File: src/common/slwf_pkg.sv
// constants and carrier types shared by the servo limit and warning flag block
package slwf_pkg;

    // ==========================================================
    // timing
    localparam int CLK_MHZ = 200;
    localparam int BRK_UNIT_MS = 10; // brake delay settings count in 10 ms steps
    localparam int BRK_TICK_CYCLES = BRK_UNIT_MS * 1000 * CLK_MHZ;

    // ==========================================================
    // thresholds
    localparam logic [15:0] WARN_TORQUE_PCT = 16'h0073; // 115 percent of rated
    localparam logic [15:0] REGEN_INT_TOL = 16'h1000;
    localparam logic [3:0] SEL_OPT1 = 4'h1;
    localparam logic [3:0] SEL_OPT12 = 4'h3;

    // ==========================================================
    // register byte offsets
    localparam logic [7:0] REG_CTRL = 8'h00;
    localparam logic [7:0] REG_FWD_TQ = 8'h04;
    localparam logic [7:0] REG_REV_TQ = 8'h08;
    localparam logic [7:0] REG_FWD_EXT = 8'h0c;
    localparam logic [7:0] REG_REV_EXT = 8'h10;
    localparam logic [7:0] REG_SPD_LIM = 8'h14;
    localparam logic [7:0] REG_BRK_D1 = 8'h18;
    localparam logic [7:0] REG_BRK_SPD = 8'h1c;
    localparam logic [7:0] REG_BRK_D2 = 8'h20;
    localparam logic [7:0] REG_REGEN_CAP = 8'h24;
    localparam logic [7:0] REG_ALLOC = 8'h28;
    localparam logic [7:0] REG_FLAGS = 8'h2c;
    localparam logic [7:0] REG_IRQ_STAT = 8'h30;
    localparam logic [7:0] REG_IRQ_MASK = 8'h34;

    // ==========================================================
    // field positions
    localparam int CTRL_MODE_LSB = 0;
    localparam int CTRL_TQ_SEL_LSB = 4;
    localparam int CTRL_SPD_SEL_LSB = 8;
    localparam int ALLOC_CUR_LSB = 0;
    localparam int ALLOC_SPD_LSB = 4;
    localparam int ALLOC_BRK_LSB = 8;
    localparam int ALLOC_WARN_LSB = 12;
    localparam int SEQ_PINS = 3;

    // ==========================================================
    // reset values
    localparam logic [15:0] RST_CTRL = 16'h0000;
    localparam logic [15:0] RST_TQ_LIM = 16'h015e;
    localparam logic [15:0] RST_EXT_LIM = 16'h0064;
    localparam logic [15:0] RST_SPD_LIM = 16'h2710;
    localparam logic [15:0] RST_BRK_D1 = 16'h0000;
    localparam logic [15:0] RST_BRK_SPD = 16'h0064;
    localparam logic [15:0] RST_BRK_D2 = 16'h0032;
    localparam logic [15:0] RST_REGEN_CAP = 16'h0000;
    localparam logic [15:0] RST_ALLOC = 16'h0100; // only the brake goes to pin 1

    // ==========================================================
    // types
    typedef enum logic [1:0] {MODE_POSITION, MODE_SPEED, MODE_TORQUE} slwf_mode_t;
    typedef enum logic [1:0] {BRK_ENGAGED, BRK_RELEASED, BRK_STOP_WAIT, BRK_RUN_WAIT} slwf_brk_t;

    typedef struct packed {
        logic signed [15:0] torque; // percent of rated, sign gives direction
        logic signed [15:0] speed; // r/min, sign gives direction
        logic [15:0] eff_torque; // effective torque, percent of rated
        logic [15:0] regen_energy;
        logic servo_on;
    } slwf_mon_t;

    typedef struct packed {
        logic ext_limit_on;
        logic [15:0] opt_val1;
        logic [15:0] opt_val2;
    } slwf_host_t;

    typedef struct packed {
        logic warn;
        logic brake;
        logic speed;
        logic current;
    } slwf_flags_t;

    typedef struct packed {
        logic [15:0] ctrl;
        logic [15:0] fwd_tq;
        logic [15:0] rev_tq;
        logic [15:0] fwd_ext;
        logic [15:0] rev_ext;
        logic [15:0] spd_lim;
        logic [15:0] brk_d1;
        logic [15:0] brk_spd;
        logic [15:0] brk_d2;
        logic [15:0] regen_cap;
        logic [15:0] alloc;
    } slwf_cfg_t;

endpackage

File: src/rtl/slwf_reach.sv
// two-sided limit comparator: signed value against forward and reverse magnitudes
module slwf_reach (
    // control
    input wire logic en_i,
    // operands
    input wire logic signed [15:0] value_i,
    input wire logic [15:0] fwd_lim_i,
    input wire logic [15:0] rev_lim_i,
    // result
    output logic reach_o
);
    logic signed [16:0] wide;
    logic signed [16:0] neg;

    // widen first so that the most negative value still negates cleanly
    always_comb begin
        wide = {value_i[15], value_i};
        neg = 17'sh0 - wide;
        reach_o = en_i && ((wide >= $signed({1'b0, fwd_lim_i}))
                        || (neg >= $signed({1'b0, rev_lim_i})));
    end
endmodule

File: src/rtl/slwf_top.sv
// servo limit and warning flags with allocation, brake timing and wishbone registers
//
// Implementation choices: the Wishbone slave port and the placing of the registers.
module slwf_top #(
    parameter int TICK_CYCLES = slwf_pkg::BRK_TICK_CYCLES
) (
    // clock, reset, enable
    input wire logic clk_i,
    input wire logic rst_i,
    input wire logic ce_i,
    // wishbone slave
    input wire logic wb_cyc_i,
    input wire logic wb_stb_i,
    input wire logic wb_we_i,
    input wire logic [7:0] wb_adr_i,
    input wire logic [3:0] wb_sel_i,
    input wire logic [31:0] wb_dat_i,
    output logic [31:0] wb_dat_o,
    output logic wb_ack_o,
    // drive monitors and host commands
    input wire slwf_pkg::slwf_mon_t mon_i,
    input wire slwf_pkg::slwf_host_t host_i,
    // sequence outputs
    output logic [2:0] seq_out_o,
    output slwf_pkg::slwf_flags_t flags_o,
    output logic irq_o
);

    // ==========================================================
    // register state
    slwf_pkg::slwf_cfg_t cfg, next_cfg;
    slwf_pkg::slwf_flags_t irq_stat, next_irq_stat;
    slwf_pkg::slwf_flags_t irq_mask, next_irq_mask;
    slwf_pkg::slwf_flags_t flags, next_flags;
    logic [31:0] next_dat;
    logic next_ack;
    logic next_irq;
    logic [2:0] next_seq;
    logic wr_hit;
    logic [15:0] wval;
    logic [15:0] rval;

    // ==========================================================
    // condition sources
    logic [3:0] tq_sel;
    logic [3:0] spd_sel;
    logic torque_mode;
    logic cur_int, cur_ext, cur_opt1, cur_opt12, spd_set, spd_opt;
    logic cur_any, spd_any, warn_any;
    logic [15:0] spd_mag;

    always_comb begin
        tq_sel = cfg.ctrl[slwf_pkg::CTRL_TQ_SEL_LSB +: 4];
        spd_sel = cfg.ctrl[slwf_pkg::CTRL_SPD_SEL_LSB +: 4];
        torque_mode = slwf_pkg::slwf_mode_t'(cfg.ctrl[slwf_pkg::CTRL_MODE_LSB +: 2])
                      == slwf_pkg::MODE_TORQUE;
        spd_mag = mon_i.speed[15] ? 16'h0000 - mon_i.speed : mon_i.speed;
    end

    slwf_reach u_cur_int (
        .en_i(1'b1),
        .value_i(mon_i.torque),
        .fwd_lim_i(cfg.fwd_tq),
        .rev_lim_i(cfg.rev_tq),
        .reach_o(cur_int)
    );

    slwf_reach u_cur_ext (
        .en_i(host_i.ext_limit_on),
        .value_i(mon_i.torque),
        .fwd_lim_i(cfg.fwd_ext),
        .rev_lim_i(cfg.rev_ext),
        .reach_o(cur_ext)
    );

    slwf_reach u_cur_opt1 (
        .en_i(tq_sel == slwf_pkg::SEL_OPT1),
        .value_i(mon_i.torque),
        .fwd_lim_i(host_i.opt_val1),
        .rev_lim_i(host_i.opt_val1),
        .reach_o(cur_opt1)
    );

    // value 1 limits forward torque and value 2 limits reverse torque
    slwf_reach u_cur_opt12 (
        .en_i(tq_sel == slwf_pkg::SEL_OPT12 && host_i.ext_limit_on),
        .value_i(mon_i.torque),
        .fwd_lim_i(host_i.opt_val1),
        .rev_lim_i(host_i.opt_val2),
        .reach_o(cur_opt12)
    );

    slwf_reach u_spd_set (
        .en_i(torque_mode),
        .value_i(mon_i.speed),
        .fwd_lim_i(cfg.spd_lim),
        .rev_lim_i(cfg.spd_lim),
        .reach_o(spd_set)
    );

    slwf_reach u_spd_opt (
        .en_i(torque_mode && spd_sel == slwf_pkg::SEL_OPT1),
        .value_i(mon_i.speed),
        .fwd_lim_i(host_i.opt_val1),
        .rev_lim_i(host_i.opt_val1),
        .reach_o(spd_opt)
    );

    // plain OR of conditions, nothing held once they all clear
    always_comb begin
        cur_any = cur_int | cur_ext | cur_opt1 | cur_opt12;
        spd_any = torque_mode & (spd_set | spd_opt);
        warn_any = (mon_i.eff_torque > slwf_pkg::WARN_TORQUE_PCT)
                 | (mon_i.regen_energy > slwf_pkg::REGEN_INT_TOL)
                 | (cfg.regen_cap != 16'h0000 && mon_i.regen_energy > cfg.regen_cap);
    end

    // ==========================================================
    // brake interlock timing
    slwf_pkg::slwf_brk_t brk, next_brk;
    logic [31:0] tick_cnt, next_tick_cnt;
    logic [15:0] dly_cnt, next_dly_cnt;
    logic tick;

    // one delay unit is a long run of clocks, so a prescaler feeds a short counter
    always_comb begin
        tick = tick_cnt == 32'(TICK_CYCLES - 1);
        next_tick_cnt = tick ? 32'h0000_0000 : tick_cnt + 32'h0000_0001;
        next_brk = brk;
        next_dly_cnt = dly_cnt;
        case (brk)
            slwf_pkg::BRK_ENGAGED: begin
                if (mon_i.servo_on) begin
                    next_brk = slwf_pkg::BRK_RELEASED;
                end
            end
            slwf_pkg::BRK_RELEASED: begin
                next_dly_cnt = 16'h0000;
                if (!mon_i.servo_on) begin
                    next_brk = (spd_mag < cfg.brk_spd) ? slwf_pkg::BRK_STOP_WAIT
                                                       : slwf_pkg::BRK_RUN_WAIT;
                end
            end
            slwf_pkg::BRK_STOP_WAIT: begin
                if (mon_i.servo_on) begin
                    next_brk = slwf_pkg::BRK_RELEASED;
                end else if (dly_cnt >= cfg.brk_d1) begin
                    next_brk = slwf_pkg::BRK_ENGAGED;
                end else if (tick) begin
                    next_dly_cnt = dly_cnt + 16'h0001;
                end
            end
            slwf_pkg::BRK_RUN_WAIT: begin
                // a coasting motor gets the brake once slow, or after the second delay
                if (mon_i.servo_on) begin
                    next_brk = slwf_pkg::BRK_RELEASED;
                end else if (spd_mag < cfg.brk_spd || dly_cnt >= cfg.brk_d2) begin
                    next_brk = slwf_pkg::BRK_ENGAGED;
                end else if (tick) begin
                    next_dly_cnt = dly_cnt + 16'h0001;
                end
            end
            default: begin
                next_brk = slwf_pkg::BRK_ENGAGED;
            end
        endcase
    end

    always_ff @(posedge clk_i) begin
        if (rst_i) begin
            brk <= slwf_pkg::BRK_ENGAGED;
            tick_cnt <= 32'h0000_0000;
            dly_cnt <= 16'h0000;
        end else if (ce_i) begin
            brk <= next_brk;
            tick_cnt <= next_tick_cnt;
            dly_cnt <= next_dly_cnt;
        end
    end

    // ==========================================================
    // flags, output allocation, interrupt
    function automatic logic [2:0] route(input logic [3:0] pin, input logic on);
        logic [2:0] r;
        r = 3'h0;
        if (on && pin != 4'h0 && pin <= 4'(slwf_pkg::SEQ_PINS)) begin
            r[2'(pin - 4'h1)] = 1'b1;
        end
        return r;
    endfunction

    always_comb begin
        next_flags.current = cur_any;
        next_flags.speed = spd_any;
        next_flags.warn = warn_any;
        next_flags.brake = (next_brk != slwf_pkg::BRK_ENGAGED);
        // each flag reaches a pin only through its own nibble
        next_seq = route(cfg.alloc[slwf_pkg::ALLOC_CUR_LSB +: 4], flags.current)
                 | route(cfg.alloc[slwf_pkg::ALLOC_SPD_LSB +: 4], flags.speed)
                 | route(cfg.alloc[slwf_pkg::ALLOC_BRK_LSB +: 4], flags.brake)
                 | route(cfg.alloc[slwf_pkg::ALLOC_WARN_LSB +: 4], flags.warn);
    end

    // ==========================================================
    // wishbone register file
    always_comb begin
        wr_hit = wb_cyc_i && wb_stb_i && wb_we_i && wb_ack_o;
        wval = {wb_sel_i[1] ? wb_dat_i[15:8] : 8'h00, wb_sel_i[0] ? wb_dat_i[7:0] : 8'h00};
        next_cfg = cfg;
        next_irq_mask = irq_mask;
        next_irq_stat = irq_stat;
        if (wr_hit) begin
            case (wb_adr_i)
                slwf_pkg::REG_CTRL: next_cfg.ctrl = wval;
                slwf_pkg::REG_FWD_TQ: next_cfg.fwd_tq = wval;
                slwf_pkg::REG_REV_TQ: next_cfg.rev_tq = wval;
                slwf_pkg::REG_FWD_EXT: next_cfg.fwd_ext = wval;
                slwf_pkg::REG_REV_EXT: next_cfg.rev_ext = wval;
                slwf_pkg::REG_SPD_LIM: next_cfg.spd_lim = wval;
                slwf_pkg::REG_BRK_D1: next_cfg.brk_d1 = wval;
                slwf_pkg::REG_BRK_SPD: next_cfg.brk_spd = wval;
                slwf_pkg::REG_BRK_D2: next_cfg.brk_d2 = wval;
                slwf_pkg::REG_REGEN_CAP: next_cfg.regen_cap = wval;
                slwf_pkg::REG_ALLOC: next_cfg.alloc = wval;
                slwf_pkg::REG_IRQ_MASK: next_irq_mask = wval[3:0];
                slwf_pkg::REG_IRQ_STAT: next_irq_stat = irq_stat & ~wval[3:0];
                default: next_cfg = cfg;
            endcase
        end
        // rising flags set their bits after the clear, so a same-cycle event survives
        next_irq_stat = next_irq_stat | (next_flags & ~flags);
        next_irq = |(next_irq_stat & next_irq_mask);
        case (wb_adr_i)
            slwf_pkg::REG_CTRL: rval = cfg.ctrl;
            slwf_pkg::REG_FWD_TQ: rval = cfg.fwd_tq;
            slwf_pkg::REG_REV_TQ: rval = cfg.rev_tq;
            slwf_pkg::REG_FWD_EXT: rval = cfg.fwd_ext;
            slwf_pkg::REG_REV_EXT: rval = cfg.rev_ext;
            slwf_pkg::REG_SPD_LIM: rval = cfg.spd_lim;
            slwf_pkg::REG_BRK_D1: rval = cfg.brk_d1;
            slwf_pkg::REG_BRK_SPD: rval = cfg.brk_spd;
            slwf_pkg::REG_BRK_D2: rval = cfg.brk_d2;
            slwf_pkg::REG_REGEN_CAP: rval = cfg.regen_cap;
            slwf_pkg::REG_ALLOC: rval = cfg.alloc;
            slwf_pkg::REG_FLAGS: rval = {12'h000, flags};
            slwf_pkg::REG_IRQ_STAT: rval = {12'h000, irq_stat};
            slwf_pkg::REG_IRQ_MASK: rval = {12'h000, irq_mask};
            default: rval = 16'h0000; // unmapped reads zero and still acks
        endcase
        next_ack = wb_cyc_i && wb_stb_i && !wb_ack_o;
        next_dat = next_ack ? {16'h0000, rval} : 32'h0000_0000;
    end

    // the bus keeps answering while ce_i is low; register writes are dropped and all other state freezes
    always_ff @(posedge clk_i) begin
        if (rst_i) begin
            wb_ack_o <= 1'b0;
            wb_dat_o <= 32'h0000_0000;
        end else begin
            wb_ack_o <= next_ack;
            wb_dat_o <= next_dat;
        end
    end

    always_ff @(posedge clk_i) begin
        if (rst_i) begin
            cfg <= '{slwf_pkg::RST_CTRL, slwf_pkg::RST_TQ_LIM, slwf_pkg::RST_TQ_LIM,
                     slwf_pkg::RST_EXT_LIM, slwf_pkg::RST_EXT_LIM, slwf_pkg::RST_SPD_LIM,
                     slwf_pkg::RST_BRK_D1, slwf_pkg::RST_BRK_SPD, slwf_pkg::RST_BRK_D2,
                     slwf_pkg::RST_REGEN_CAP, slwf_pkg::RST_ALLOC};
            irq_stat <= 4'h0;
            irq_mask <= 4'h0;
            flags <= 4'h0;
            flags_o <= 4'h0;
            seq_out_o <= 3'h0;
            irq_o <= 1'b0;
        end else if (ce_i) begin
            cfg <= next_cfg;
            irq_stat <= next_irq_stat;
            irq_mask <= next_irq_mask;
            flags <= next_flags;
            flags_o <= next_flags;
            seq_out_o <= next_seq;
            irq_o <= next_irq;
        end
    end

    // ==========================================================
    // checks
    ack_one_cycle_a: assert property (@(posedge clk_i) disable iff (rst_i)
        wb_ack_o |=> !wb_ack_o) else $error("ack held longer than one cycle");
    cur_internal_a: assert property (@(posedge clk_i) disable iff (rst_i)
        (ce_i && mon_i.torque >= $signed({1'b0, cfg.fwd_tq})) |=> flags.current)
        else $error("current flag missed the forward limit");
    cur_external_a: assert property (@(posedge clk_i) disable iff (rst_i)
        (ce_i && host_i.ext_limit_on && mon_i.torque >= $signed({1'b0, cfg.fwd_ext}))
        |=> flags.current) else $error("current flag missed the external limit");
    flag_no_latch_a: assert property (@(posedge clk_i) disable iff (rst_i)
        (ce_i && !cur_any && !spd_any) |=> (!flags.current && !flags.speed))
        else $error("flag held after its conditions cleared");
    speed_mode_a: assert property (@(posedge clk_i) disable iff (rst_i)
        (ce_i && !torque_mode) |=> !flags.speed) else $error("speed flag outside torque mode");
    warn_torque_a: assert property (@(posedge clk_i) disable iff (rst_i)
        (ce_i && mon_i.eff_torque > slwf_pkg::WARN_TORQUE_PCT) |=> flags.warn)
        else $error("warning missed on torque overload");
    warn_regen_a: assert property (@(posedge clk_i) disable iff (rst_i)
        (ce_i && cfg.regen_cap != 16'h0000 && mon_i.regen_energy > cfg.regen_cap)
        |=> flags.warn) else $error("warning missed on regen capacity");
    alloc_reset_a: assert property (@(posedge clk_i)
        rst_i |=> (cfg.alloc == slwf_pkg::RST_ALLOC && seq_out_o == 3'h0))
        else $error("allocation not at its reset value");
    brake_route_a: assert property (@(posedge clk_i) disable iff (rst_i)
        (ce_i && cfg.alloc == slwf_pkg::RST_ALLOC && flags.brake) |=> seq_out_o[0])
        else $error("brake flag not on its default pin");
    brake_hold_a: assert property (@(posedge clk_i) disable iff (rst_i)
        (ce_i && brk == slwf_pkg::BRK_STOP_WAIT && !mon_i.servo_on && dly_cnt < cfg.brk_d1)
        |=> flags.brake) else $error("brake engaged before the first delay");
    irq_level_a: assert property (@(posedge clk_i) disable iff (rst_i)
        ##1 (irq_o == |(irq_stat & irq_mask))) else $error("interrupt level wrong");
    irq_set_wins_a: assert property (@(posedge clk_i) disable iff (rst_i)
        (ce_i && next_flags.current && !flags.current) |=> irq_stat.current)
        else $error("current event lost to a status clear");
endmodule

File: config.mk
export PLATFORM = sky130hd
export DESIGN_NAME = slwf_top
export DESIGN_NICKNAME = d
export VERILOG_FILES = /design/src/common/slwf_pkg.sv /design/src/rtl/slwf_reach.sv /design/src/rtl/slwf_top.sv
export SDC_FILE = /design/constraint.sdc
export NUM_CORES = 1
export LEC_CHECK = 0
export BUFFER_PORTS_ARGS = -buffer_cell sky130_fd_sc_hd__clkbuf_2
export CAP_MARGIN = 0
export CORE_MARGIN = 1.5
export CORE_UTILIZATION = 49
export DETAILED_ROUTE_END_ITERATION = 10
export GPL_TIMING_DRIVEN = 1
export PLACE_DENSITY_LB_ADDON = 0.12
export SLEW_MARGIN = 20
export SYNTH_ARGS = -nofsm -noshare
export SYNTH_HDL_FRONTEND = slang
export SYNTH_SLANG_ARGS = --single-unit
File: constraint.sdc
create_clock -name clk_i -period 4.8 [get_ports clk_i]
set_input_delay 1.2 -clock clk_i [delete_from_list [all_inputs] [get_ports clk_i]]
set_output_delay 1.2 -clock clk_i [all_outputs]
set_load 0.03 [all_outputs]
Word level (Yosys, flattened, before mapping) --
Index checks and enable logic that the tools add are counted.
Word-level totals: flip-flop bits (word level) 275, bits in latches 0, RAM bits 0, ROM bits 0, bits of input ports 148, word-level logic and storage cells 201, memories kept 0
Operators by class: add/sub/neg operators 9, multipliers 0, div/mod/pow operators 0, $lt $le $gt $ge 29, equality and inequality tests 25, shifts and indexed selects 0, multiplexer cells 35, bitwise operators 17, reductions and logical operators 55
Operator list (count):
- $pmux W16 S14 | 1
- $ge A17 B17 Y1 | 6
- $mux W16 | 6
- $ge A16 B17 Y1 | 5
- $eq A8 B6 Y1 const B | 6
- $pmux W16 S3 | 1
- $sub A1 B16 Y17 const A | 2
- $reduce_and A3 Y1 | 11
- $add A32 B1 Y32 const B | 1
- $eq A32 B21 Y1 const B | 1
- $eq A8 B5 Y1 const B | 4
- $ge A16 B16 Y1 | 2
- $mux W32 | 1
- $logic_and A1 B1 Y1 | 24
- $add A16 B1 Y16 const B | 1
- $eq A8 B4 Y1 const B | 2
- $gt A16 B13 Y1 const B | 1
- $gt A16 B16 Y1 | 1
- $gt A16 B7 Y1 const B | 1
- $le A4 B2 Y1 const B | 4
- $lt A16 B16 Y1 | 1
- $mux W4 | 4
- $mux W8 | 2
- $reduce_bool A16 Y1 | 1
- 32 further kinds | 81

Logic depth before layout (Yosys ltp) --
Gate-level depths: netlist of the first run.
word-level depth 12, mapped depth 18, depth with buffers taken out 17

Cells and area by module --
Synthesis of the first run repeated with hierarchy kept, for this count alone.
Second synthesis, totals: cells, all modules 2564, area, all modules 19587.5 µm²
By module, submodules not included:
- slwf_top | times used 1, cells an instance 1629, area each 12806.0 µm², seq. area each 5185.0 µm²
- slwf_reach at u_cur_ext ... | times used 5, cells an instance 157, area each 1133.6 µm², seq. area each 0.0 µm²
- slwf_reach at u_spd_set | times used 1, cells an instance 150, area each 1113.6 µm², seq. area each 0.0 µm²

Worst setup path after synthesis of the first run --
OpenSTA, ideal clock, no wires.
path kind input -> register, start point input mon_i[34] in the netlist's numbering, end point register dly_cnt[9], library setup time 70 ps, data arrival time 4495 ps, path slack 234 ps, stages 18, path through or3_1 nor3_2 nand2b_1 nor4_1 nand2b_1 or2_2 nand2_1 xnor2_1 ha_1 a31oi_1 nor2_1 nand2_1 o211ai_1 a2bb2oi_2 o22a_1 clkbuf_1 or3_1 a21oi_1
Between the ends: word-level cells in the longest chain between the ends 6
Ends and longest elaborated chain:
- from (decl) | RTL line slwf_top.sv:21 | input wire slwf_pkg::slwf_mon_t mon_i,
- $sub A1 B16 Y16 | RTL line slwf_top.sv:57 | spd_mag = mon_i.speed[15] ? 16'h0000 - mon_i.speed : mon_i.speed;
- $mux W16 * | RTL line slwf_top.sv:57
- $lt A16 B16 Y1 * | RTL line slwf_top.sv:157 | end else if (spd_mag < cfg.brk_spd || dly_cnt >= cfg.brk_d2) begin
- $logic_or A1 B1 Y1 * | RTL line slwf_top.sv:157
- $ne A2 B2 Y1 (no line) *
- $reduce_and A6 Y1 (no line) *
- to (signal assigned) | RTL line slwf_top.sv:177 | dly_cnt <= next_dly_cnt;
- to (decl) | RTL line slwf_top.sv:122 | logic [15:0] dly_cnt, next_dly_cnt;
Mark *: on every way between the ends. The rest lies on a longest branch, timed or not. A chain may end at the register's enable or synchronous reset.

Final worst setup path of the first run --
start point input mon_i[34] in the netlist's numbering, end point register irq_stat[1] in the netlist's numbering
Between the ends: word-level cells in the longest chain between the ends 8, elaborated cells between the ends (all ways) 13, those cells by class add/sub (1); order compare (4); bitwise (4); reduce/logical (4)
Ends and longest elaborated chain:
- $sub A1 B16 Y17 | RTL line slwf_reach.sv:18 | neg = 17'sh0 - wide;
- $ge A17 B17 Y1 | RTL line slwf_reach.sv:20 | || (neg >= $signed({1'b0, rev_lim_i})));
- $logic_or A1 B1 Y1 | RTL line slwf_reach.sv:20
- $logic_and A1 B1 Y1 | RTL line slwf_reach.sv:19 | reach_o = en_i && ((wide >= $signed({1'b0, fwd_lim_i}))
- $or A1 B1 Y1 * | RTL line slwf_top.sv:112 | spd_any = torque_mode & (spd_set | spd_opt);
- $and A1 B1 Y1 * | RTL line slwf_top.sv:112
- $and A4 B4 Y4 * | RTL line slwf_top.sv:231 | next_irq_stat = next_irq_stat | (next_flags & ~flags);
- $or A4 B4 Y4 * | RTL line slwf_top.sv:231
- to (signal assigned) | RTL line slwf_top.sv:279 | irq_stat <= next_irq_stat;
- to (decl) | RTL line slwf_top.sv:32 | slwf_pkg::slwf_flags_t irq_stat, next_irq_stat;
Marks and branches as above.

==> impl_metrics.tcl, run 1 <==
set metrics [dict create \
    outcome "finished clean" \
    grt_pass1_vias 16000 \
    seqPwrFrac 0.420 \
    cts_root_buf "clkbuf_16" \
    via_count 17100 \
    swShare 0.259 \
    avgSynthCellArea_um2 7.74 \
    tightestPinTransition_ps 1060 \
    hold_path_class "flip-flop to flip-flop" \
    setup_slack_ps 397 \
    fp.dieH_um 192 \
    clk_transition_reported_paths_ps 60 \
    path_max_fanout 3 \
    drv_cap 0 \
    start_util 0.502 \
    gr-total-overflow 0 \
    synth_area_leader_cell "dfxtp_1" \
    rsz0062_at_grt "no" \
    netlist_area_um2 17500 \
    clock_path_buffers 3 \
    yosysSeqAreaShare 0.297 \
    final_cells 2869 \
    crit_path_end_kind "flip-flop" \
    n_antenna_cell 0 \
    gp_congestion 0.959 \
    p_per_area_nw_per_um2 262 \
    fmax_mhz 227 \
    drv_slew 0 \
    postPlaceCellArea_um2 18800 \
    drcViolationCount 0 \
    crit_end "irq_stat[1]$_SDFFE_PP0P_" \
    required_ps 5280 \
    io_pins 189 \
    fin_skew_ps 15.2 \
    yosysUniqueCellTypes 68 \
    synth-main-ff-cell "dfxtp_1" \
    internal_power_mw 3.85 \
    crit_arrival_ps 4880 \
    rr_endpoint "dly_cnt[14]$_SDFFE_PP0P_" \
    rows 68 \
    dpl.cell_count 2818 \
    port_buffers 152 \
    peakVddDrop_mv 0.301 \
    drtIter0Drc 1749 \
    ys_async_sr_fraction 0 \
    die_w_um 192 \
    cts_sinks 259 \
    ctsHtreeMaxLevel 1 \
    crit_type "primary input to flip-flop" \
    p_total_mw 5.19 \
    combPwrFrac 0.128 \
    synth_edf_count 0 \
    grt_use_total 0.322 \
    fin_nets 2787 \
    period_minus_slack_ps 4400 \
    post-dp-hpwl_mm 45.9 \
    startpoint "mon_i[34]" \
    fin_area_um2 19800 \
    ant_nets 0 \
    grt_max_degree 91 \
    clk_latency_ps 550 \
    final_hold_viol_count 0 \
    min_from "wb_ack_o$_SDFF_PP0_" \
    cts_tree "done" \
    cts_made_buffers 28 \
    dieArea_um2 36800 \
    r2r-start "cfg[41]$_SDFFE_PP0P_" \
    firstDrtPassIters 6 \
    syn2layout_area_growth_pct 13.3 \
    slew_headroom 0.291 \
    leakage_nw 8.17 \
    pre_cts_slack_ps -156 \
    power.share.clock 0.453 \
    r2r_slack_ps 1790 \
    synth_cells 2257 \
    synth_top_area_share 0.297 \
    layout-drive-gt1-share 0.112 \
    ctsHoldBuffers 0 \
    wire_per_inst_um 20.7 \
    grt_pass1_wl_mm 90.8 \
    core_um2 34800 \
    via_per_inst 5.97 \
    r2r_cells 11 \
    synth_area_leaders "dfxtp_1 (30%), ha_1 (18%), nor2_1 (9.4%), a21oi_1 (6.6%), inv_1 (4.1%)" \
    switching_power_mw 1.34 \
    antenna_found_initial 0 \
    synth-seq-cells 259 \
    holdWs_ps 482 \
    finalSetupViolCount 0 \
    period_share 0.917 \
    routed_wl_mm 59.4 \
    critPathLaunchType "primary input" \
    yosysWarningCount 0 \
]
[worst max-delay path, stage by stage]
cell	delay, ps
clkbuf_2	90
or3_1	400
nor3_2	200
nand2b_1	140
nor4_1	220
buf_4	180
nand2b_1	60
or2_2	310
nor3_1	140
ha_1	150
inv_1	60
ha_1	290
nand4_1	90
nor4_1	260
nor3_1	110
a311oi_1	540
buf_4	210
o21ai_0	70
a21oi_1	150
[flip-flops by register name, summed over array words and instances, names as in the netlist]
name       flops
flags          4
wb_dat_o      16
irq_stat       4
tick_cnt      32
irq_mask       4
cfg          176
irq_o          1
seq_out_o      3
dly_cnt       16
wb_ack_o       1
brk            2
[kinds of logic (layout without fill, tap and decap cells)]
group	after synthesis	in the layout	synth area share
AND/OR/NAND/NOR	802	802	0.209
AO/OA/AOI/OAI	569	569	0.212
buffers and inverters	310	452	0.0704
flip-flops	259	259	0.297
adder cells (fa/ha/maj)	246	246	0.176
XOR/XNOR	67	67	0.0336
multiplexers	3	3	0.00172
other	1	16	0.000215
[what timing repair did]
action,4_1_cts,5_1_grt
resized for setup,0,1
setup buffers,0,0
setup endpoints to repair,0,1
[stage by stage]
stage	util	setup TNS [ps]
after global placement	0.540	-549
final	0.569	0
after floorplan	-	0
after detailed placement	0.540	-1660
after CTS	0.569	0
after global routing	0.569	0
[synth_stat cells, types with 4 or more instances]
| cell type | count |
|---|---|
| a2111oi_0 | 4 |
| a211o_1 | 33 |
| a211oi_1 | 30 |
| a21o_1 | 16 |
| a21oi_1 | 229 |
| a221oi_1 | 41 |
| a222oi_1 | 12 |
| a22o_1 | 32 |
| a22oi_1 | 9 |
| a311oi_1 | 4 |
| a31oi_1 | 24 |
| and2_1 | 7 |
| and3_1 | 8 |
| and4_1 | 6 |
| buf_4 | 17 |
| clkbuf_1 | 99 |
| dfxtp_1 | 259 |
| ha_1 | 246 |
| inv_1 | 189 |
| nand2_1 | 107 |
| nand2b_1 | 17 |
| nand3_1 | 47 |
| nand3b_1 | 8 |
| nand4_1 | 45 |
| nand4b_1 | 5 |
| nor2_1 | 438 |
| nor2b_1 | 14 |
| nor3_1 | 25 |
| nor3b_1 | 6 |
| nor4_1 | 30 |
| o2111ai_1 | 6 |
| o211ai_1 | 8 |
| o21a_1 | 15 |
| o21ai_0 | 75 |
| o22ai_1 | 5 |
| o31ai_1 | 4 |
| or3_1 | 23 |
| or4_1 | 4 |
| xnor2_1 | 38 |
| xor2_1 | 29 |
[placed cells by master (no fill, tap or decap), types with 9 or more instances in the layout]
master / n
ha_1: 246
nand3_1: 47
xnor2_1: 38
a22o_1: 32
a221oi_1: 41
buf_4: 60
nor4_1: 30
a21oi_1: 229
xor2_1: 29
clkbuf_2: 151
nand2_1: 105
nand2b_1: 17
a211oi_1: 30
a31oi_1: 24
nor2_1: 438
a222oi_1: 12
or3_1: 23
a211o_1: 33
a22oi_1: 9
nor3_1: 25
nand4_1: 45
clkbuf_16: 29
inv_1: 189
conb_1: 16
o21a_1: 15
nor2b_1: 14
o21ai_0: 75
a21o_1: 16
dfxtp_1: 259
[power by group through the flow]
stage / Sequential [mW] / Combinational (mW) / Clock, mW
CTS: 2.18 / 0.655 / 2.36
finish: 2.18 / 0.662 / 2.35
floorplan: 2.22 / 0.396 / 0
global placement: 2.23 / 0.631 / 0
global route: 2.18 / 0.737 / 2.45
detailed placement: 2.23 / 0.650 / 0
[layout make-up]
class	instances	area [um2]
clock buffer	41	821
clock inverter	10	178
fill	3278	15000
inverter	189	709
multi-input combinational	1703	11100
sequential	259	5180
tap	455	569
timing repair buffer	212	1220
[metal layers]
metal / vias to the layer above / track usage / routed length (um)
met1: 7985 / 0.441 / 26100
li1: 8263 / - / -
met2: 735 / 0.495 / 25400
met4: 0 / 0.124 / 2420
met3: 134 / 0.0663 / 5420
met5: - / 0 / 0
[worst min path at each step]
stage | depth (start not counted) | slack [ps] | to
floorplan | 2 | 450 | cfg[162]$_SDFFE_PP0P_
global placement | 1 | 460 | wb_ack_o$_SDFF_PP0_
detailed placement | 1 | 460 | wb_ack_o$_SDFF_PP0_
CTS | 1 | 480 | wb_ack_o$_SDFF_PP0_
global route | 1 | 510 | wb_ack_o$_SDFF_PP0_
finish | 1 | 480 | wb_ack_o$_SDFF_PP0_
Note: power is estimated with default switching activity, not from simulation.
==> run 2: changes to the inputs <==
--- a/config.mk
+++ b/config.mk
@@ -5,6 +5,7 @@
 export SDC_FILE = /design/constraint.sdc
 export NUM_CORES = 1
 export LEC_CHECK = 0
+export ABC_AREA = 1
 export BUFFER_PORTS_ARGS = -buffer_cell sky130_fd_sc_hd__clkbuf_2
 export CAP_MARGIN = 0
 export CORE_MARGIN = 1.5
==> run 2 against run 1 <==
  * First-iteration DRC count increased by 4.5%
  * Final cell count is 13% higher
  * Maximum frequency rose by 3.4%
  * Largest cell class unchanged
  * Worst hold slack improved by 7.2 ps
  * Sequential power is essentially flat
  * Routed wire length is 10% higher
  * Critical path type unchanged
  * Total power is 0.50% lower
  * Critical path depth up 10
  * Register-to-register slack gained 410 ps
  * Clock power fell by 4%
==> impl_metrics.tcl, run 2 <==
set metrics [dict create \
    cpMostUsedCell "nor2_1" \
    final_hold_viol_count 0 \
    port_buffers 152 \
    crit_path_max_incr_delay_ps 310 \
    cts_root_buf "clkbuf_16" \
    final_common_cell "nand2_1" \
    postPlaceCellArea_um2 19700 \
    power.share.clock 0.438 \
    fin_skew_ps 11.3 \
    cpMaxStageDelayCell "ha_1" \
    crit_arrival_ps 4690 \
    clock_path_buffers 3 \
    top_register "cfg" \
    grt_use_total 0.340 \
    core_um2 36500 \
    synthTopCellsByCount "inv_1 (408), nand2_1 (408), a21oi_1 (289), dfxtp_1 (259), ha_1 (246)" \
    yosysWarningCount 0 \
    min_from "tick_cnt[28]$_SDFFE_PP0P_" \
    fin_nets 3144 \
    synth_edf_count 0 \
    synth-main-ff-cell "dfxtp_1" \
    period_minus_slack_ps 4260 \
    combPwrFrac 0.141 \
    layout_common_cells "nand2_1 (408), inv_1 (407), a21oi_1 (289), dfxtp_1 (259), ha_1 (246)" \
    hold_path_class "flip-flop to flip-flop" \
    switching_power_mw 1.41 \
    cts_made_buffers 28 \
    rsz0062_at_grt "no" \
    drv_slew 0 \
    post-dp-hpwl_mm 51.7 \
    rows 70 \
    period_share 0.887 \
    die_w_um 195 \
    start_util 0.497 \
    critPathLaunchType "primary input" \
    yosysSeqAreaShare 0.286 \
    required_ps 5240 \
    ctsHtreeMaxLevel 1 \
    via_per_inst 5.75 \
    wire_per_inst_um 20.3 \
    dpl.cell_count 3188 \
    setup_slack_ps 544 \
    yosysUniqueCellTypes 60 \
    crit_path_end_kind "flip-flop" \
    internal_power_mw 3.76 \
    cts_tree "done" \
    top_regs "cfg (176), tick_cnt (32)" \
    final_cells 3240 \
    ant_nets 0 \
    outcome "finished clean" \
    io_pins 189 \
    ys_async_sr_fraction 0 \
    tightestPinTransition_ps 870 \
    antenna_found_initial 1 \
    grt_max_degree 187 \
    drv_cap 0 \
    syn2layout_area_growth_pct 14.0 \
    ctsHoldBuffers 0 \
    fmax_mhz 235 \
    avgSynthCellArea_um2 7.05 \
    gr-total-overflow 0 \
    via_count 18600 \
    pre_cts_slack_ps -21.6 \
    synth_area_leader_cell "dfxtp_1" \
    finalSetupTns_ps 0 \
    synth_cells 2575 \
    leakage_nw 9.48 \
    clk_latency_ps 570 \
    clk_transition_reported_paths_ps 60 \
    synth_top_area_share 0.286 \
    layout-drive-gt1-share 0.121 \
    crit_type "primary input to flip-flop" \
    routed_wl_mm 65.7 \
    fin_area_um2 20700 \
    slew_headroom 0.419 \
    grt_pass1_wl_mm 99.3 \
    path_max_fanout 4 \
    peakVddDrop_mv 0.273 \
    synth_area_leaders "dfxtp_1 (29%), ha_1 (17%), inv_1 (8.4%), nand2_1 (8.4%), a21oi_1 (8.0%)" \
    firstDrtPassIters 6 \
    dieArea_um2 38200 \
    p_per_area_nw_per_um2 250 \
    finalSetupViolCount 0 \
    startpoint "mon_i[34]" \
    fp.dieH_um 195 \
    cts_sinks 259 \
    r2r-start "cfg[136]$_SDFFE_PP1P_" \
    drcViolationCount 0 \
    drtIter0Drc 1827 \
    grt_pass1_vias 17300 \
    seqPwrFrac 0.421 \
    largest_reg_flops 176 \
    gp_congestion 1.06 \
    swShare 0.272 \
    netlist_area_um2 18100 \
    synth-seq-cells 259 \
]
## run 2: cell count changes after synthesis, moves of 33 or more
cell,delta
inv_1,+219
o21ai_0,+155
o22ai_1,+45
nor2_1,-274
a211o_1,-33
nand2_1,+301
a21oi_1,+60
## run 2: layout make-up
class / count / area [um2]
Fill cell: 3533 / 15800
Multi-Input combinational cell: 1806 / 11000
Sequential cell: 259 / 5180
Inverter: 422 / 1590
Timing Repair Buffer: 233 / 1410
Clock buffer: 41 / 821
Tap cell: 468 / 586
Clock inverter: 10 / 129
Antenna cell: 1 / 2.50
## run 2: final timing paths
| path | cells past startpoint | to | slack, ps |
|---|---|---|---|
| setup / recovery | 29 | irq_o$_SDFFE_PP0P_ | 540 |
| setup reg to reg | 24 | irq_stat[0]$_SDFFE_PP0P_ | 2200 |
| hold reg to reg | 2 | tick_cnt[28]$_SDFFE_PP0P_ | 490 |
| hold / removal | 2 | tick_cnt[28]$_SDFFE_PP0P_ | 490 |
## run 2: cell families (layout without fill, tap and decap cells)
kind of cell,count (synthesis),after routing,synth area share
and+or+nand+nor,813,813,0.199
DFF,259,259,0.286
buffers and inverters,525,706,0.114
AOI/OAI and AO/OA,698,698,0.216
xor gates and xnor gates,33,33,0.0159
other,1,17,0.000207
adders and majority gates,246,246,0.170
## run 2: power by group through the flow
stage	Sequential [mW]	Clock, mW	Combinational, mW
after global routing	2.18	2.36	0.814
after global placement	2.22	0	0.692
final	2.18	2.26	0.728
after CTS	2.18	2.27	0.718
after floorplan	2.23	0	0.436
after detailed placement	2.22	0	0.714
## run 2: metrics by stage
stage / utilization / power [mW] / hold WS, ps
floorplan: - / 2.66 / 456
global placement: 0.540 / 2.91 / 477
detailed placement: 0.540 / 2.94 / 484
CTS: 0.566 / 5.16 / 493
global route: 0.566 / 5.35 / 519
finish: 0.567 / 5.16 / 489
## run 2: timing repair
item,in CTS,in global routing
setup endpoints to repair,0,1
setup buffers,0,0
resized for setup,0,1
## run 2: per-layer routing
metal | vias to the layer above | track usage | part of all wire
met5 | - | 0 | 0
met4 | 0 | 0.126 | 0.042
met1 | 8557 | 0.448 | 0.42
li1 | 9078 | - | -
met3 | 177 | 0.0720 | 0.093
met2 | 811 | 0.545 | 0.44
## run 2: critical path, delay by kind of cell
family	cells	cell delay (ps)
compound gates	3	320
buf+inv	5	450
fa+ha+maj	1	310
simple gates	19	2210
xor+xnor	1	210
